**src/design/pcfg_cfg.svh**
```systemverilog
// Register offsets, field positions, reset values and timing counts of the gate and overtemperature setup block.
`ifndef PCFG_CFG_SVH
`define PCFG_CFG_SVH

`define PCFG_ADDR_SETUP 16'hFE14
`define PCFG_ADDR_LIMITS 16'hFE15
`define PCFG_ADDR_OFS_HI 16'hFE16
`define PCFG_ADDR_OFS_LO 16'hFE17
`define PCFG_ADDR_GAIN 16'hFE18
`define PCFG_ADDR_OT_THR 16'hFE19

`define PCFG_SETUP_TOPO_BIT 4
`define PCFG_SETUP_RES_BIT 3
`define PCFG_SETUP_DIS1_BIT 2
`define PCFG_SETUP_DIS2_BIT 1
`define PCFG_SETUP_GO_BIT 0
`define PCFG_SETUP_USED_MASK 8'h1F
`define PCFG_SETUP_SINGLE_MASK 8'h0F
`define PCFG_LIM_ON_MSB 7
`define PCFG_LIM_ON_LSB 4
`define PCFG_LIM_OFF_MSB 3
`define PCFG_LIM_OFF_LSB 0
`define PCFG_OFS_SIGN_BIT 1
`define PCFG_OFS_MSB_BIT 0
`define PCFG_GAIN_SIGN_BIT 7

`define PCFG_RST_SETUP 8'h06
`define PCFG_RST_LIMITS 8'h00
`define PCFG_RST_OFS_HI 8'h00
`define PCFG_RST_OFS_LO 8'h00
`define PCFG_RST_GAIN 8'h00
`define PCFG_RST_OT_THR 8'h03

`define PCFG_FINE_STEP_NS 8'h05
`define PCFG_COARSE_STEP_NS 8'h28
`define PCFG_ON_STEP_NS 11'h050
`define PCFG_OFF_ZERO_NS 11'h028

`define PCFG_CLK_KHZ 125000
`define PCFG_OT_DEBOUNCE_MS 100
`define PCFG_OT_DEBOUNCE_CYC (`PCFG_OT_DEBOUNCE_MS * `PCFG_CLK_KHZ)

`endif

```
**src/design/pcfg_pkg.sv**
```systemverilog
// Types shared by the gate and overtemperature setup block.
package pcfg_pkg;
  typedef logic [7:0] pcfg_byte_t;
  typedef enum logic {PCFG_INTERLEAVED, PCFG_BRIDGELESS} pcfg_topo_t;
  typedef enum logic [1:0] {PCFG_GATE_OFF, PCFG_GATE_ARMED, PCFG_GATE_RUN} pcfg_gate_t;
endpackage

```
**src/design/pcfg_debounce.sv**
```systemverilog
// Persistence filter: flag rises only after the condition has held for a full count.
`timescale 1ns/1ns
`include "pcfg_cfg.svh"
module pcfg_debounce #(
  parameter int unsigned HOLD_CYC = `PCFG_OT_DEBOUNCE_CYC
) (
  // Clock and reset
  input wire logic core_clk,
  input wire logic nrst,
  // Condition and filtered flag
  input wire logic cond,
  output logic flag
);
  localparam int CW = $clog2(HOLD_CYC + 1);
  localparam logic [CW-1:0] LAST = CW'(HOLD_CYC - 1);

  logic [CW-1:0] cnt_q, cnt_d;
  logic flag_q, flag_d;

  always_comb begin
    cnt_d = cnt_q;
    flag_d = flag_q;
    if (!cond) begin
      cnt_d = '0;
      flag_d = 1'b0;
    end else if (!flag_q) begin
      if (cnt_q == LAST) begin
        flag_d = 1'b1;
      end else begin
        cnt_d = cnt_q + 1'b1;
      end
    end
  end

  always_ff @(posedge core_clk) begin
    if (!nrst) begin
      cnt_q <= '0;
      flag_q <= 1'b0;
    end else begin
      cnt_q <= cnt_d;
      flag_q <= flag_d;
    end
  end

  assign flag = flag_q;
endmodule // pcfg_debounce

```
**src/design/pcfg_regs.sv**
```systemverilog
// Gate output setup, switch time bounds, temperature trims and overtemperature fault detection.
`timescale 1ns/1ns
`include "pcfg_cfg.svh"
module pcfg_regs import pcfg_pkg::*; #(
  parameter bit DUAL_PHASE = 1'b1,
  parameter int unsigned ADC_W = 12,
  parameter int unsigned GAIN_SHIFT = 10,
  parameter int unsigned EDGE_W = 64,
  parameter int unsigned OT_HOLD_CYC = `PCFG_OT_DEBOUNCE_CYC
) (
  // Clock and reset
  input wire logic core_clk,
  input wire logic nrst,
  // Register access from the serial bus command decoder
  input wire logic regWrEn,
  input wire logic regRdEn,
  input wire logic [15:0] regAddr,
  input wire logic [7:0] regWrData,
  output logic [7:0] regRdData,
  output logic regRdValid,
  output logic regWrRefused,
  // Trim unlock state from the unlock logic
  input wire logic trimUnlock,
  // Edge timing group, staged and committed
  input wire logic [EDGE_W-1:0] edgeTimingStaged,
  output logic [EDGE_W-1:0] edgeTimingActive,
  // Committed switching settings
  output logic activeBridgeless,
  output logic [7:0] activeStepNs,
  output logic [10:0] minOnNs,
  output logic [10:0] minOffNs,
  output logic settingsUpdated,
  // Gate outputs
  input wire logic periodStart,
  input wire logic firstGateRaw,
  input wire logic secondGateRaw,
  output logic firstGateOut,
  output logic second_switching_output,
  // Temperature path
  input wire logic tempValid,
  input wire logic [ADC_W-1:0] tempAdc,
  output logic [ADC_W-1:0] tempCorrected,
  output logic overtempFault
);
  localparam pcfg_byte_t SETUP_MASK = DUAL_PHASE ? `PCFG_SETUP_USED_MASK : `PCFG_SETUP_SINGLE_MASK;
  localparam int SW = ADC_W + 3;
  localparam logic signed [SW-1:0] ADC_MAX = SW'((1 << ADC_W) - 1);

  // Register file.
  pcfg_byte_t setup_q, setup_d, limits_q, limits_d;
  pcfg_byte_t ofsHi_q, ofsHi_d, ofsLo_q, ofsLo_d;
  pcfg_byte_t gain_q, gain_d, otThr_q, otThr_d;
  pcfg_byte_t rdData_q, rdData_d;
  logic rdValid_q, rdValid_d, refused_q, refused_d;

  logic hitSetup, hitLimits, hitOfsHi, hitOfsLo, hitGain, hitOtThr, trimHit;

  always_comb begin
    hitSetup = 1'b0;
    hitLimits = 1'b0;
    hitOfsHi = 1'b0;
    hitOfsLo = 1'b0;
    hitGain = 1'b0;
    hitOtThr = 1'b0;
    if (regAddr == `PCFG_ADDR_SETUP) begin
      hitSetup = 1'b1;
    end else if (regAddr == `PCFG_ADDR_LIMITS) begin
      hitLimits = 1'b1;
    end else if (regAddr == `PCFG_ADDR_OFS_HI) begin
      hitOfsHi = 1'b1;
    end else if (regAddr == `PCFG_ADDR_OFS_LO) begin
      hitOfsLo = 1'b1;
    end else if (regAddr == `PCFG_ADDR_GAIN) begin
      hitGain = 1'b1;
    end else if (regAddr == `PCFG_ADDR_OT_THR) begin
      hitOtThr = 1'b1;
    end
    trimHit = hitOfsHi | hitOfsLo | hitGain;
  end

  always_comb begin
    setup_d = setup_q;
    limits_d = limits_q;
    ofsHi_d = ofsHi_q;
    ofsLo_d = ofsLo_q;
    gain_d = gain_q;
    otThr_d = otThr_q;
    refused_d = 1'b0;
    if (regWrEn) begin
      if (hitSetup) begin
        setup_d = regWrData & SETUP_MASK;
      end else if (hitLimits) begin
        limits_d = regWrData;
      end else if (hitOtThr) begin
        otThr_d = regWrData;
      end else if (trimHit && !trimUnlock) begin
        refused_d = 1'b1;
      end else if (hitOfsHi) begin
        ofsHi_d = regWrData;
      end else if (hitOfsLo) begin
        ofsLo_d = regWrData;
      end else if (hitGain) begin
        gain_d = regWrData;
      end
    end
    rdValid_d = regRdEn;
    rdData_d = '0;
    if (regRdEn) begin
      if (hitSetup) begin
        rdData_d = setup_q;
      end else if (hitLimits) begin
        rdData_d = limits_q;
      end else if (hitOfsHi) begin
        rdData_d = ofsHi_q;
      end else if (hitOfsLo) begin
        rdData_d = ofsLo_q;
      end else if (hitGain) begin
        rdData_d = gain_q;
      end else if (hitOtThr) begin
        rdData_d = otThr_q;
      end
    end
  end

  always_ff @(posedge core_clk) begin
    if (!nrst) begin
      setup_q <= `PCFG_RST_SETUP & SETUP_MASK;
      limits_q <= `PCFG_RST_LIMITS;
      ofsHi_q <= `PCFG_RST_OFS_HI;
      ofsLo_q <= `PCFG_RST_OFS_LO;
      gain_q <= `PCFG_RST_GAIN;
      otThr_q <= `PCFG_RST_OT_THR;
      rdData_q <= '0;
      rdValid_q <= 1'b0;
      refused_q <= 1'b0;
    end else begin
      setup_q <= setup_d;
      limits_q <= limits_d;
      ofsHi_q <= ofsHi_d;
      ofsLo_q <= ofsLo_d;
      gain_q <= gain_d;
      otThr_q <= otThr_d;
      rdData_q <= rdData_d;
      rdValid_q <= rdValid_d;
      refused_q <= refused_d;
    end
  end

  // Commit of switching settings. Only a zero-to-one step of the go bit commits, so rewriting
  // a one, or leaving the bit high while other bits change, keeps the running waveform intact.
  logic goRise;
  logic [EDGE_W-1:0] edge_q, edge_d;
  logic topo_q, topo_d, fine_q, fine_d, dis1_q, dis1_d, dis2_q, dis2_d, upd_q, upd_d;
  logic [3:0] onCode_q, onCode_d, offCode_q, offCode_d;
  logic [7:0] step_q, step_d;
  logic [10:0] onNs_q, onNs_d, offNs_q, offNs_d;

  always_comb begin
    goRise = !setup_q[`PCFG_SETUP_GO_BIT] && setup_d[`PCFG_SETUP_GO_BIT];
    edge_d = edge_q;
    topo_d = topo_q;
    fine_d = fine_q;
    dis1_d = dis1_q;
    dis2_d = dis2_q;
    onCode_d = onCode_q;
    offCode_d = offCode_q;
    upd_d = goRise;
    if (goRise) begin
      edge_d = edgeTimingStaged;
      topo_d = DUAL_PHASE & setup_d[`PCFG_SETUP_TOPO_BIT];
      fine_d = setup_d[`PCFG_SETUP_RES_BIT];
      dis1_d = setup_d[`PCFG_SETUP_DIS1_BIT];
      dis2_d = setup_d[`PCFG_SETUP_DIS2_BIT];
      onCode_d = limits_q[`PCFG_LIM_ON_MSB:`PCFG_LIM_ON_LSB];
      offCode_d = limits_q[`PCFG_LIM_OFF_MSB:`PCFG_LIM_OFF_LSB];
    end
    step_d = fine_q ? `PCFG_FINE_STEP_NS : `PCFG_COARSE_STEP_NS;
    onNs_d = 11'(onCode_q) * `PCFG_ON_STEP_NS;
    offNs_d = (offCode_q == 4'h0) ? `PCFG_OFF_ZERO_NS : 11'(offCode_q) * `PCFG_ON_STEP_NS;
  end

  always_ff @(posedge core_clk) begin
    if (!nrst) begin
      edge_q <= '0;
      topo_q <= PCFG_INTERLEAVED;
      fine_q <= 1'b0;
      dis1_q <= 1'b1;
      dis2_q <= 1'b1;
      onCode_q <= 4'h0;
      offCode_q <= 4'h0;
      upd_q <= 1'b0;
      step_q <= `PCFG_COARSE_STEP_NS;
      onNs_q <= 11'h000;
      offNs_q <= `PCFG_OFF_ZERO_NS;
    end else begin
      edge_q <= edge_d;
      topo_q <= topo_d;
      fine_q <= fine_d;
      dis1_q <= dis1_d;
      dis2_q <= dis2_d;
      onCode_q <= onCode_d;
      offCode_q <= offCode_d;
      upd_q <= upd_d;
      step_q <= step_d;
      onNs_q <= onNs_d;
      offNs_q <= offNs_d;
    end
  end

  // Gate output holding. An enabled output waits for the next period start so that it never
  // emits a truncated first pulse.
  pcfg_gate_t g1_q, g1_d, g2_q, g2_d;
  logic gOut1_q, gOut1_d, gOut2_q, gOut2_d;

  function automatic pcfg_gate_t gateNext(input pcfg_gate_t cur, input logic dis, input logic start);
    pcfg_gate_t nxt;
    nxt = cur;
    case (cur)
      PCFG_GATE_OFF: begin
        if (!dis) begin
          nxt = start ? PCFG_GATE_RUN : PCFG_GATE_ARMED;
        end
      end
      PCFG_GATE_ARMED: begin
        if (dis) begin
          nxt = PCFG_GATE_OFF;
        end else if (start) begin
          nxt = PCFG_GATE_RUN;
        end
      end
      default: begin
        if (dis) begin
          nxt = PCFG_GATE_OFF;
        end
      end
    endcase
    return nxt;
  endfunction

  always_comb begin
    g1_d = gateNext(g1_q, dis1_q, periodStart);
    g2_d = gateNext(g2_q, dis2_q, periodStart);
    gOut1_d = (g1_d == PCFG_GATE_RUN) && firstGateRaw;
    gOut2_d = (g2_d == PCFG_GATE_RUN) && secondGateRaw;
  end

  always_ff @(posedge core_clk) begin
    if (!nrst) begin
      g1_q <= PCFG_GATE_OFF;
      g2_q <= PCFG_GATE_OFF;
      gOut1_q <= 1'b0;
      gOut2_q <= 1'b0;
    end else begin
      g1_q <= g1_d;
      g2_q <= g2_d;
      gOut1_q <= gOut1_d;
      gOut2_q <= gOut2_d;
    end
  end

  // Temperature correction: reading plus signed gain fraction, then signed offset, clamped.
  logic signed [SW-1:0] gainTerm, ofsTerm, sum;
  logic [ADC_W+6:0] prod;
  logic [8:0] ofsMag;
  logic [ADC_W-1:0] corr_q, corr_d;
  logic below_q, below_d;

  always_comb begin
    prod = (ADC_W + 7)'(tempAdc) * (ADC_W + 7)'(gain_q[6:0]);
    gainTerm = SW'(prod >> GAIN_SHIFT);
    if (gain_q[`PCFG_GAIN_SIGN_BIT]) begin
      gainTerm = -gainTerm;
    end
    ofsMag = {ofsHi_q[`PCFG_OFS_MSB_BIT], ofsLo_q};
    ofsTerm = ofsHi_q[`PCFG_OFS_SIGN_BIT] ? -SW'(ofsMag) : SW'(ofsMag);
    sum = SW'(tempAdc) + gainTerm + ofsTerm;
    corr_d = corr_q;
    if (tempValid) begin
      if (sum < 0) begin
        corr_d = '0;
      end else if (sum > ADC_MAX) begin
        corr_d = ADC_MAX[ADC_W-1:0];
      end else begin
        corr_d = sum[ADC_W-1:0];
      end
    end
    // A low voltage on the sensor means a hot part.
    below_d = corr_q[ADC_W-1:ADC_W-9] < {1'b0, otThr_q};
  end

  always_ff @(posedge core_clk) begin
    if (!nrst) begin
      corr_q <= ADC_MAX[ADC_W-1:0];
      below_q <= 1'b0;
    end else begin
      corr_q <= corr_d;
      below_q <= below_d;
    end
  end

  logic otFlag;

  pcfg_debounce #(
    .HOLD_CYC(OT_HOLD_CYC)
  ) otFilter (
    .core_clk(core_clk),
    .nrst(nrst),
    .cond(below_q),
    .flag(otFlag)
  );

  assign regRdData = rdData_q;
  assign regRdValid = rdValid_q;
  assign regWrRefused = refused_q;
  assign edgeTimingActive = edge_q;
  assign activeBridgeless = topo_q;
  assign activeStepNs = step_q;
  assign minOnNs = onNs_q;
  assign minOffNs = offNs_q;
  assign settingsUpdated = upd_q;
  assign firstGateOut = gOut1_q;
  assign second_switching_output = gOut2_q;
  assign tempCorrected = corr_q;
  assign overtempFault = otFlag;
endmodule // pcfg_regs

```
**config.mk**
```make
export PLATFORM = sky130hd
export DESIGN_NAME = pcfg_regs
export DESIGN_NICKNAME = d
export VERILOG_FILES = /design/src/design/pcfg_pkg.sv /design/src/design/pcfg_debounce.sv /design/src/design/pcfg_regs.sv
export VERILOG_INCLUDE_DIRS = /design/src /design/src/design
export SDC_FILE = /design/constraint.sdc
export NUM_CORES = 1
export LEC_CHECK = 0
export ABC_CLOCK_PERIOD_IN_PS = 16850
export BUFFER_PORTS_ARGS = -buffer_cell sky130_fd_sc_hd__buf_2
export CORE_MARGIN = 2
export CORE_UTILIZATION = 63
export CTS_BUF_LIST = sky130_fd_sc_hd__clkbuf_4 sky130_fd_sc_hd__clkbuf_8
export CTS_CLUSTER_SIZE = 12
export DETAILED_ROUTE_END_ITERATION = 8
export PLACE_DENSITY = 0.95
export RECOVER_POWER = 25
export SLEW_MARGIN = 15
export SYNTH_ARGS = -nofsm -noshare
export SYNTH_HDL_FRONTEND = slang
export SYNTH_HIERARCHICAL = 1
export SYNTH_SLANG_ARGS = --single-unit
```
**constraint.sdc**
```tcl
create_clock -name core_clk -period 16.85 [get_ports core_clk]
set_clock_uncertainty 0.15 [all_clocks]
set_input_delay 0.8425 -clock core_clk [delete_from_list [all_inputs] [get_ports core_clk]]
set_output_delay 0.8425 -clock core_clk [all_outputs]
set_load 0.02 [all_outputs]
```
==> metrics.cfg, run 1 <==
[critical_path]
critPathMaxStageDelay_ns = 0.63
crit_slowest_cell = nor3_2
arrival_ns = 9.34
criticalPathCategory = flip-flop to flip-flop
required_ns = 17.11
crit_top_cell = fa_1
cp_max_fo = 12
end_kind = flip-flop
critPathLaunchType = flip-flop

[timing]
max-slew-margin-rel_pct = -45.45
setup_slack_ns = 7.775
period_needed_ns = 9.075
worst_pin_slew_ns = 2.182
rsz0062_at_grt = false
timing.final.crit_share_pct = 53.86
fmax_mhz = 110.2
hold_viol = 0
hold_ws_ns = 0.3096
fin_tns_setup_ns = 0
finalSetupViolCount = 0
drv_slew = 55

[clock_tree]
clock_path_buffers = 2
htree_levels = 4
hold_buffers = 0
cts_tree = yes
path_clk_slew_ns = 0.11
insertion_delay_ns = 0.49
cts.sinks = 193
cts_made_buffers = 17
cts_resized = 0
cts-root-buf = clkbuf_8
cts_setup_buffers = 0

[status]
violations = capacitance limit, slew limit
status = finished with violations

[synth]
ys_warn_count = 6
yosys-top-cells-area = dfxtp_1, fa_1, nand2_1
synth_cells = 1430
synth-main-ff-cell = dfxtp_1
yosysMostFrequentCell = nand2_1
yosysSeqAreaShare_pct = 30.92
ys_ff_latch = 193
synth-edff-count = 0
ys_types = 89
postSynth.asyncResetShare_pct = 0
netlist_area_um2 = 12500
synth_commonest_cells = nand2_1, dfxtp_1, inv_1
postSynthAreaPerCell_um2 = 8.739
synth_top_area_cell = dfxtp_1
synth.top_cell.area_share_pct = 30.92

[run]
drv_cap = 1

[grt]
grt_use_total_pct = 30.81
grt_pass1_wl_mm = 51.29
grt_pass1_vias = 10525
overflow = 0
grt_max_degree = 102
antenna_found_initial = 2

[layout]
fillers = 1415
area_growth_pct = 11.75
drive_above_1_share_pct = 16.84
finish.net_count = 1842

[die]
die_width_um = 144.8
fp.coreArea_um2 = 19460
num_rows = 51
dieHeight_um = 144.8
start_util_pct = 64.21
io_pins = 230
die_area_um2 = 20980

[power]
ir_drop_mv = 0.05622
swShare_pct = 28.43
power_frac_comb_pct = 7.5
clkPwrFrac_pct = 37.6
power.share.sequential_pct = 54.9
p_per_area_nw_per_um2 = 60.27
leakagePower_uw = 0.006191
p_switching_uw = 239.3
p_int_uw = 602.3

[routing]
vias = 10770
antenna_left = 0
drt_pass1_iterations = 5
viasPerCell = 5.723
routed_wirelength_mm = 32.31
drc = 0
avgRoutedWirePerCell_um = 17.17
drt-initial-drc-count = 947

[placed_design]
pre_cts_ws_ns = 7.667
io_buffers = 218
place_hpwl_mm = 23.87
gp_congestion = 0.9879

[worst_hold_path]
hold_class = flip-flop to flip-flop

power groups by stage:
stage	Clock, uW	Sequential, uW	Combinational [uW]
6_report	317	462	63.4
5_1_grt	337	462	68.5
4_1_cts	319	462	62.4
3_5_place_dp	0	472	61.6
3_3_place_gp	0	472	59.7
2_1_floorplan	0	475	32.6
state kept, by name, indices dropped and copies added (netlist names), 8 cells and up:
| signal | cells |
|---|---|
| edgeTimingActive | 64 |
| gain_q | 8 |
| limits_q | 8 |
| minOffNs | 8 |
| ofsHi_q | 8 |
| ofsLo_q | 8 |
| otFilter/cnt_q | 24 |
| otThr_q | 8 |
| regRdData | 8 |
| tempCorrected | 12 |
area by class of cell:
cell class                      instances  area [um^2]  area share (%)
Sequential cell                       193         3864           27.67
Clock buffer                           17        234.0           1.675
Tap cell                              265        331.6           2.374
Antenna cell                            2        5.005         0.03584
Timing Repair Buffer                  223         1064           7.615
Clock inverter                         15        197.7           1.416
Multi-Input combinational cell       1046         7816           55.97
Inverter                              121        454.2           3.252
cell families after synthesis:
| logic type | after synthesis | synth area share (%) |
|---|---|---|
| and+or+nand+nor | 560 | 22.58 |
| adders and majority gates | 131 | 16.90 |
| AOI/OAI and AO/OA | 257 | 15.46 |
| DFF | 193 | 30.92 |
| muxes | 41 | 3.825 |
| buffers and inverters | 201 | 6.888 |
| other | 1 | 0.03001 |
| xor gates and xnor gates | 46 | 3.404 |
per-stage QoR:
stage | area, um^2 | power [uW] | instances | util (%)
after floorplan | 12530 | 507.3 | 1440 | -
after global placement | 13600 | 531.8 | 1848 | 69.86
after detailed placement | 13600 | 533.8 | 1848 | 69.86
after CTS | 14030 | 843.6 | 1880 | 72.08
after global routing | 13960 | 867.1 | 1880 | 71.73
final | 13970 | 841.7 | 1882 | 71.76
cell usage in the layout (no fill, tap or decap), drive strengths merged, types with 5 or more instances in the layout:
cell / Yosys / routed
a2111oi: 5 / 5
a211o: 5 / 5
a211oi: 14 / 14
a21boi: 91 / 91
a21o: 12 / 12
a21oi: 38 / 38
a222oi: 6 / 6
a41oi: 6 / 6
and2: 74 / 74
and3: 7 / 7
buf: 33 / 171
clkbuf: 47 / 69
clkinv: 1 / 6
conb: 1 / 11
dfxtp: 193 / 193
fa: 63 / 63
ha: 68 / 68
inv: 120 / 129
mux2i: 33 / 33
nand2: 238 / 238
nand2b: 13 / 13
nand3: 43 / 43
nand4: 14 / 14
nor2: 62 / 62
nor2b: 30 / 30
nor3: 28 / 28
nor3b: 9 / 9
o211ai: 5 / 5
o21ai: 36 / 36
o22ai: 11 / 11
o31ai: 5 / 5
or2: 6 / 6
or3: 15 / 15
or4: 5 / 5
xnor2: 26 / 26
xor2: 20 / 20
worst max-delay path: cells and delay by family (launching register included):
family | cells | cell delay [ns]
adder cells (fa/ha/maj) | 8 | 3.41
AO/OA/AOI/OAI | 11 | 2.79
AND/OR/NAND/NOR | 5 | 1.31
flip-flops | 1 | 0.49
buffers and inverters | 4 | 0.48
XOR/XNOR | 2 | 0.38
layer usage:
| metal | vias up | track usage [%] | wire length [um] |
|---|---|---|---|
| met5 | - | 0 | 0 |
| met2 | 487 | 51.64 | 15610 |
| met3 | 69 | 6.614 | 2727 |
| met4 | 0 | 10.73 | 875 |
| met1 | 5084 | 39.50 | 13100 |
| li1 | 5130 | - | - |
path summary, 6_finish.rpt:
kind	start	cells after the start	slack, ns	endpoint
hold reg to reg	edgeTimingActive[60]	2	0.31	edgeTimingActive[60]
setup / recovery	gain_q[4]	30	7.77	tempCorrected[8]
hold / removal	edgeTimingActive[60]	2	0.31	edgeTimingActive[60]
setup reg to reg	gain_q[4]	30	7.77	tempCorrected[8]
No activity file was read; power rests on OpenSTA's default activity.
==> inputs of run 2 (changes only) <==
--- a/config.mk
+++ b/config.mk
@@ -6,14 +6,14 @@
 export SDC_FILE = /design/constraint.sdc
 export NUM_CORES = 1
 export LEC_CHECK = 0
-export ABC_CLOCK_PERIOD_IN_PS = 16850
+export ABC_CLOCK_PERIOD_IN_PS = 7800
 export BUFFER_PORTS_ARGS = -buffer_cell sky130_fd_sc_hd__buf_2
 export CORE_MARGIN = 2
-export CORE_UTILIZATION = 63
+export CORE_UTILIZATION = 53
 export CTS_BUF_LIST = sky130_fd_sc_hd__clkbuf_4 sky130_fd_sc_hd__clkbuf_8
 export CTS_CLUSTER_SIZE = 12
 export DETAILED_ROUTE_END_ITERATION = 8
-export PLACE_DENSITY = 0.95
+export PLACE_DENSITY = 0.88
 export RECOVER_POWER = 25
 export SLEW_MARGIN = 15
 export SYNTH_ARGS = -nofsm -noshare
==> constraint.sdc (replaced) <==
create_clock -name core_clk -period 7.8 [get_ports core_clk]
set_clock_uncertainty 0.15 [all_clocks]
set_input_delay 0.39 -clock core_clk [delete_from_list [all_inputs] [get_ports core_clk]]
set_output_delay 0.39 -clock core_clk [all_outputs]
set_load 0.02 [all_outputs]
==> run 2 against run 1 <==
Compared with the run above: worst setup slack got worse by 7.8 ns; hold slack worse by 0.28 ns; highest routed layer unchanged; global-route usage is 3.0 points lower; the flow finishes with violations (capacitance limit, slew limit, setup timing); sequential share of layout area decreased by 2.8 points; first-iteration DRC count is 8.4% lower; wire length rose by 12%; die area increased by 18%; critical endpoint unchanged; combinational power grew to 2.8 times the previous value; power is 120% higher; register-to-register slack worse by 7.8 ns.
==> metrics.cfg, run 2 (same netlist as run 1, synthesis figures left out) <==
[die]
fp.coreArea_um2 = 23330  ; was 19460 um^2
num_rows = 56  ; was 51
start_util_pct = 53.56  ; was 64.21%
die_width_um = 157.6  ; was 144.8 um
die_area_um2 = 24820  ; was 20980 um^2
io_pins = 230  ; unchanged
dieHeight_um = 157.6  ; was 144.8 um

[critical_path]
crit_slowest_cell = fa_1  ; was nor3_2
crit_top_cell = fa_1  ; unchanged
criticalPathCategory = flip-flop to flip-flop  ; unchanged
critPathMaxStageDelay_ns = 0.55  ; was 0.63 ns
end_kind = flip-flop  ; unchanged
cp_max_fo = 5  ; was 12
arrival_ns = 8.01  ; was 9.34 ns
required_ns = 8.00  ; was 17.11 ns
critPathLaunchType = flip-flop  ; unchanged

[routing]
wl_met3_mm = 3.174  ; was 2.727 mm
antenna_left = 0  ; unchanged
routed_wirelength_mm = 36.12  ; was 32.31 mm
vias = 11553  ; was 10770
avgRoutedWirePerCell_um = 17.48  ; was 17.17 um
met2_length_mm = 17.79  ; was 15.61 mm
drc = 0  ; unchanged
viasPerCell = 5.589  ; was 5.723
drt-initial-drc-count = 867  ; was 947
wl_met1_mm = 13.72  ; was 13.10 mm
drt_pass1_iterations = 8  ; was 5
dr.max_layer_used = met4  ; unchanged

[timing]
max-slew-margin-rel_pct = -182.5  ; was -45.45%
fin_tns_setup_ns = -0.009384  ; was 0 ns
finalSetupViolCount = 1  ; was 0
worst_pin_slew_ns = 4.237  ; was 2.182 ns
rsz0062_at_grt = true  ; was false
hold_viol = 0  ; unchanged
drv_slew = 126  ; was 55
setup_slack_ns = -0.009384  ; was 7.775 ns
period_needed_ns = 7.809  ; was 9.075 ns
timing.final.crit_share_pct = 100.1  ; was 53.86%
fmax_mhz = 128.1  ; was 110.2 MHz

[layout]
drive_above_1_share_pct = 23.07  ; was 16.84%
area_growth_pct = 24.65  ; was 11.75%
mostFrequentLayoutCells = nand2_1, dfxtp_1, buf_2  ; unchanged
largest_register_ffs = 64  ; unchanged
finish.net_count = 1974  ; was 1842
fin_area_um2 = 15580  ; was 13970 um^2
mostFrequentLayoutCell = nand2_1  ; unchanged

[worst_hold_path]
hold_class = primary input to flip-flop  ; was flip-flop to flip-flop

[clock_tree]
cts_made_buffers = 17  ; unchanged
cts.sinks = 193  ; unchanged
path_clk_slew_ns = 0.11  ; about the same
cts_tree = yes  ; unchanged
cts-root-buf = clkbuf_8  ; unchanged
clock_path_buffers = 2  ; unchanged
insertion_delay_ns = 0.48  ; was 0.49 ns
htree_levels = 4  ; unchanged

[run]
drv_cap = 1  ; unchanged

[grt]
antenna_found_initial = 1  ; was 2
overflow = 0  ; unchanged
grt_pass1_vias = 11463  ; was 10525
grt_use_total_pct = 27.79  ; was 30.81%
grt_max_degree = 126  ; was 102
grt_pass1_wl_mm = 55.24  ; was 51.29 mm

[placed_design]
place_hpwl_mm = 24.64  ; was 23.87 mm
place_area_um2 = 14210  ; was 13600 um^2
io_buffers = 218  ; unchanged
pre_cts_ws_ns = -0.4042  ; was 7.667 ns
gp_congestion = 0.9660  ; was 0.9879

[power]
power.total_uw = 1852  ; was 841.7 uW
ir_drop_mv = 0.1120  ; was 0.05622 mV
leakagePower_uw = 0.006860  ; was 0.006191 uW
p_per_area_nw_per_um2 = 118.9  ; was 60.27 nW/um^2

[status]
status = finished with violations  ; unchanged
violations = capacitance limit, slew limit, setup timing  ; was capacitance limit, slew limit

-- run 2: final cells by class --
class                           count  area, um^2
Clock inverter                     15       192.7
Inverter                          121       459.2
Timing Repair Buffer              355        2223
Clock buffer                       17       234.0
Tap cell                          319       399.1
Multi-Input combinational cell   1046        8188
Antenna cell                        1       2.502
Fill cell                        1686        7755
Sequential cell                   193        3879
-- run 2: timing repair --
item	CTS	global route
setup endpoints to repair	12	12
pin swaps	8	48
cloned	0	1
hold endpoints to repair	52	2
gates resized for setup	19	69
buffers inserted	2	5
hold buffers	52	2
-- run 2: worst max-delay path, delay by kind of cell (launching register included) --
kind | cells | cell delay [ns]
flip-flops | 1 | 0.38
adder cells (fa/ha/maj) | 8 | 3.38
AO/OA/AOI/OAI | 12 | 2.13
XOR/XNOR | 2 | 0.40
buffers and inverters | 4 | 0.30
AND/OR/NAND/NOR | 6 | 0.96
-- run 2: path summary, 6_finish.rpt --
kind / from / endpoint / slack (ns) / cells after the start
setup / recovery: gain_q[1] / tempCorrected[8] / -0.009 / 32
hold / removal: periodStart / g2_q[1] / 0.03 / 3
setup reg to reg: gain_q[1] / tempCorrected[8] / -0.009 / 32
hold reg to reg: edgeTimingActive[60] / edgeTimingActive[60] / 0.31 / 2
-- run 2: stage by stage --
stage | utilization (%) | cells | hold slack, ns
2_1_floorplan | - | 1440 | 0.2888
3_3_place_gp | 60.90 | 1972 | 0.2872
3_5_place_dp | 60.90 | 1972 | 0.2921
4_1_cts | 65.33 | 2058 | 0.0008208
5_1_grt | 66.75 | 2066 | 0.003442
6_report | 66.76 | 2067 | 0.02746
-- run 2: where the power goes --
group          switching, uW  internal (uW)
logic                   91.5           84.9
registers               6.59            990
clock network            432            247
total                    530           1320
-- run 2: routing by layer --
metal / GRT usage (%) / vias up
met4: 10.26 / 0
met2: 48.31 / 574
li1: - / 5402
met3: 7.406 / 122
met1: 32.89 / 5455
met5: 0 / -
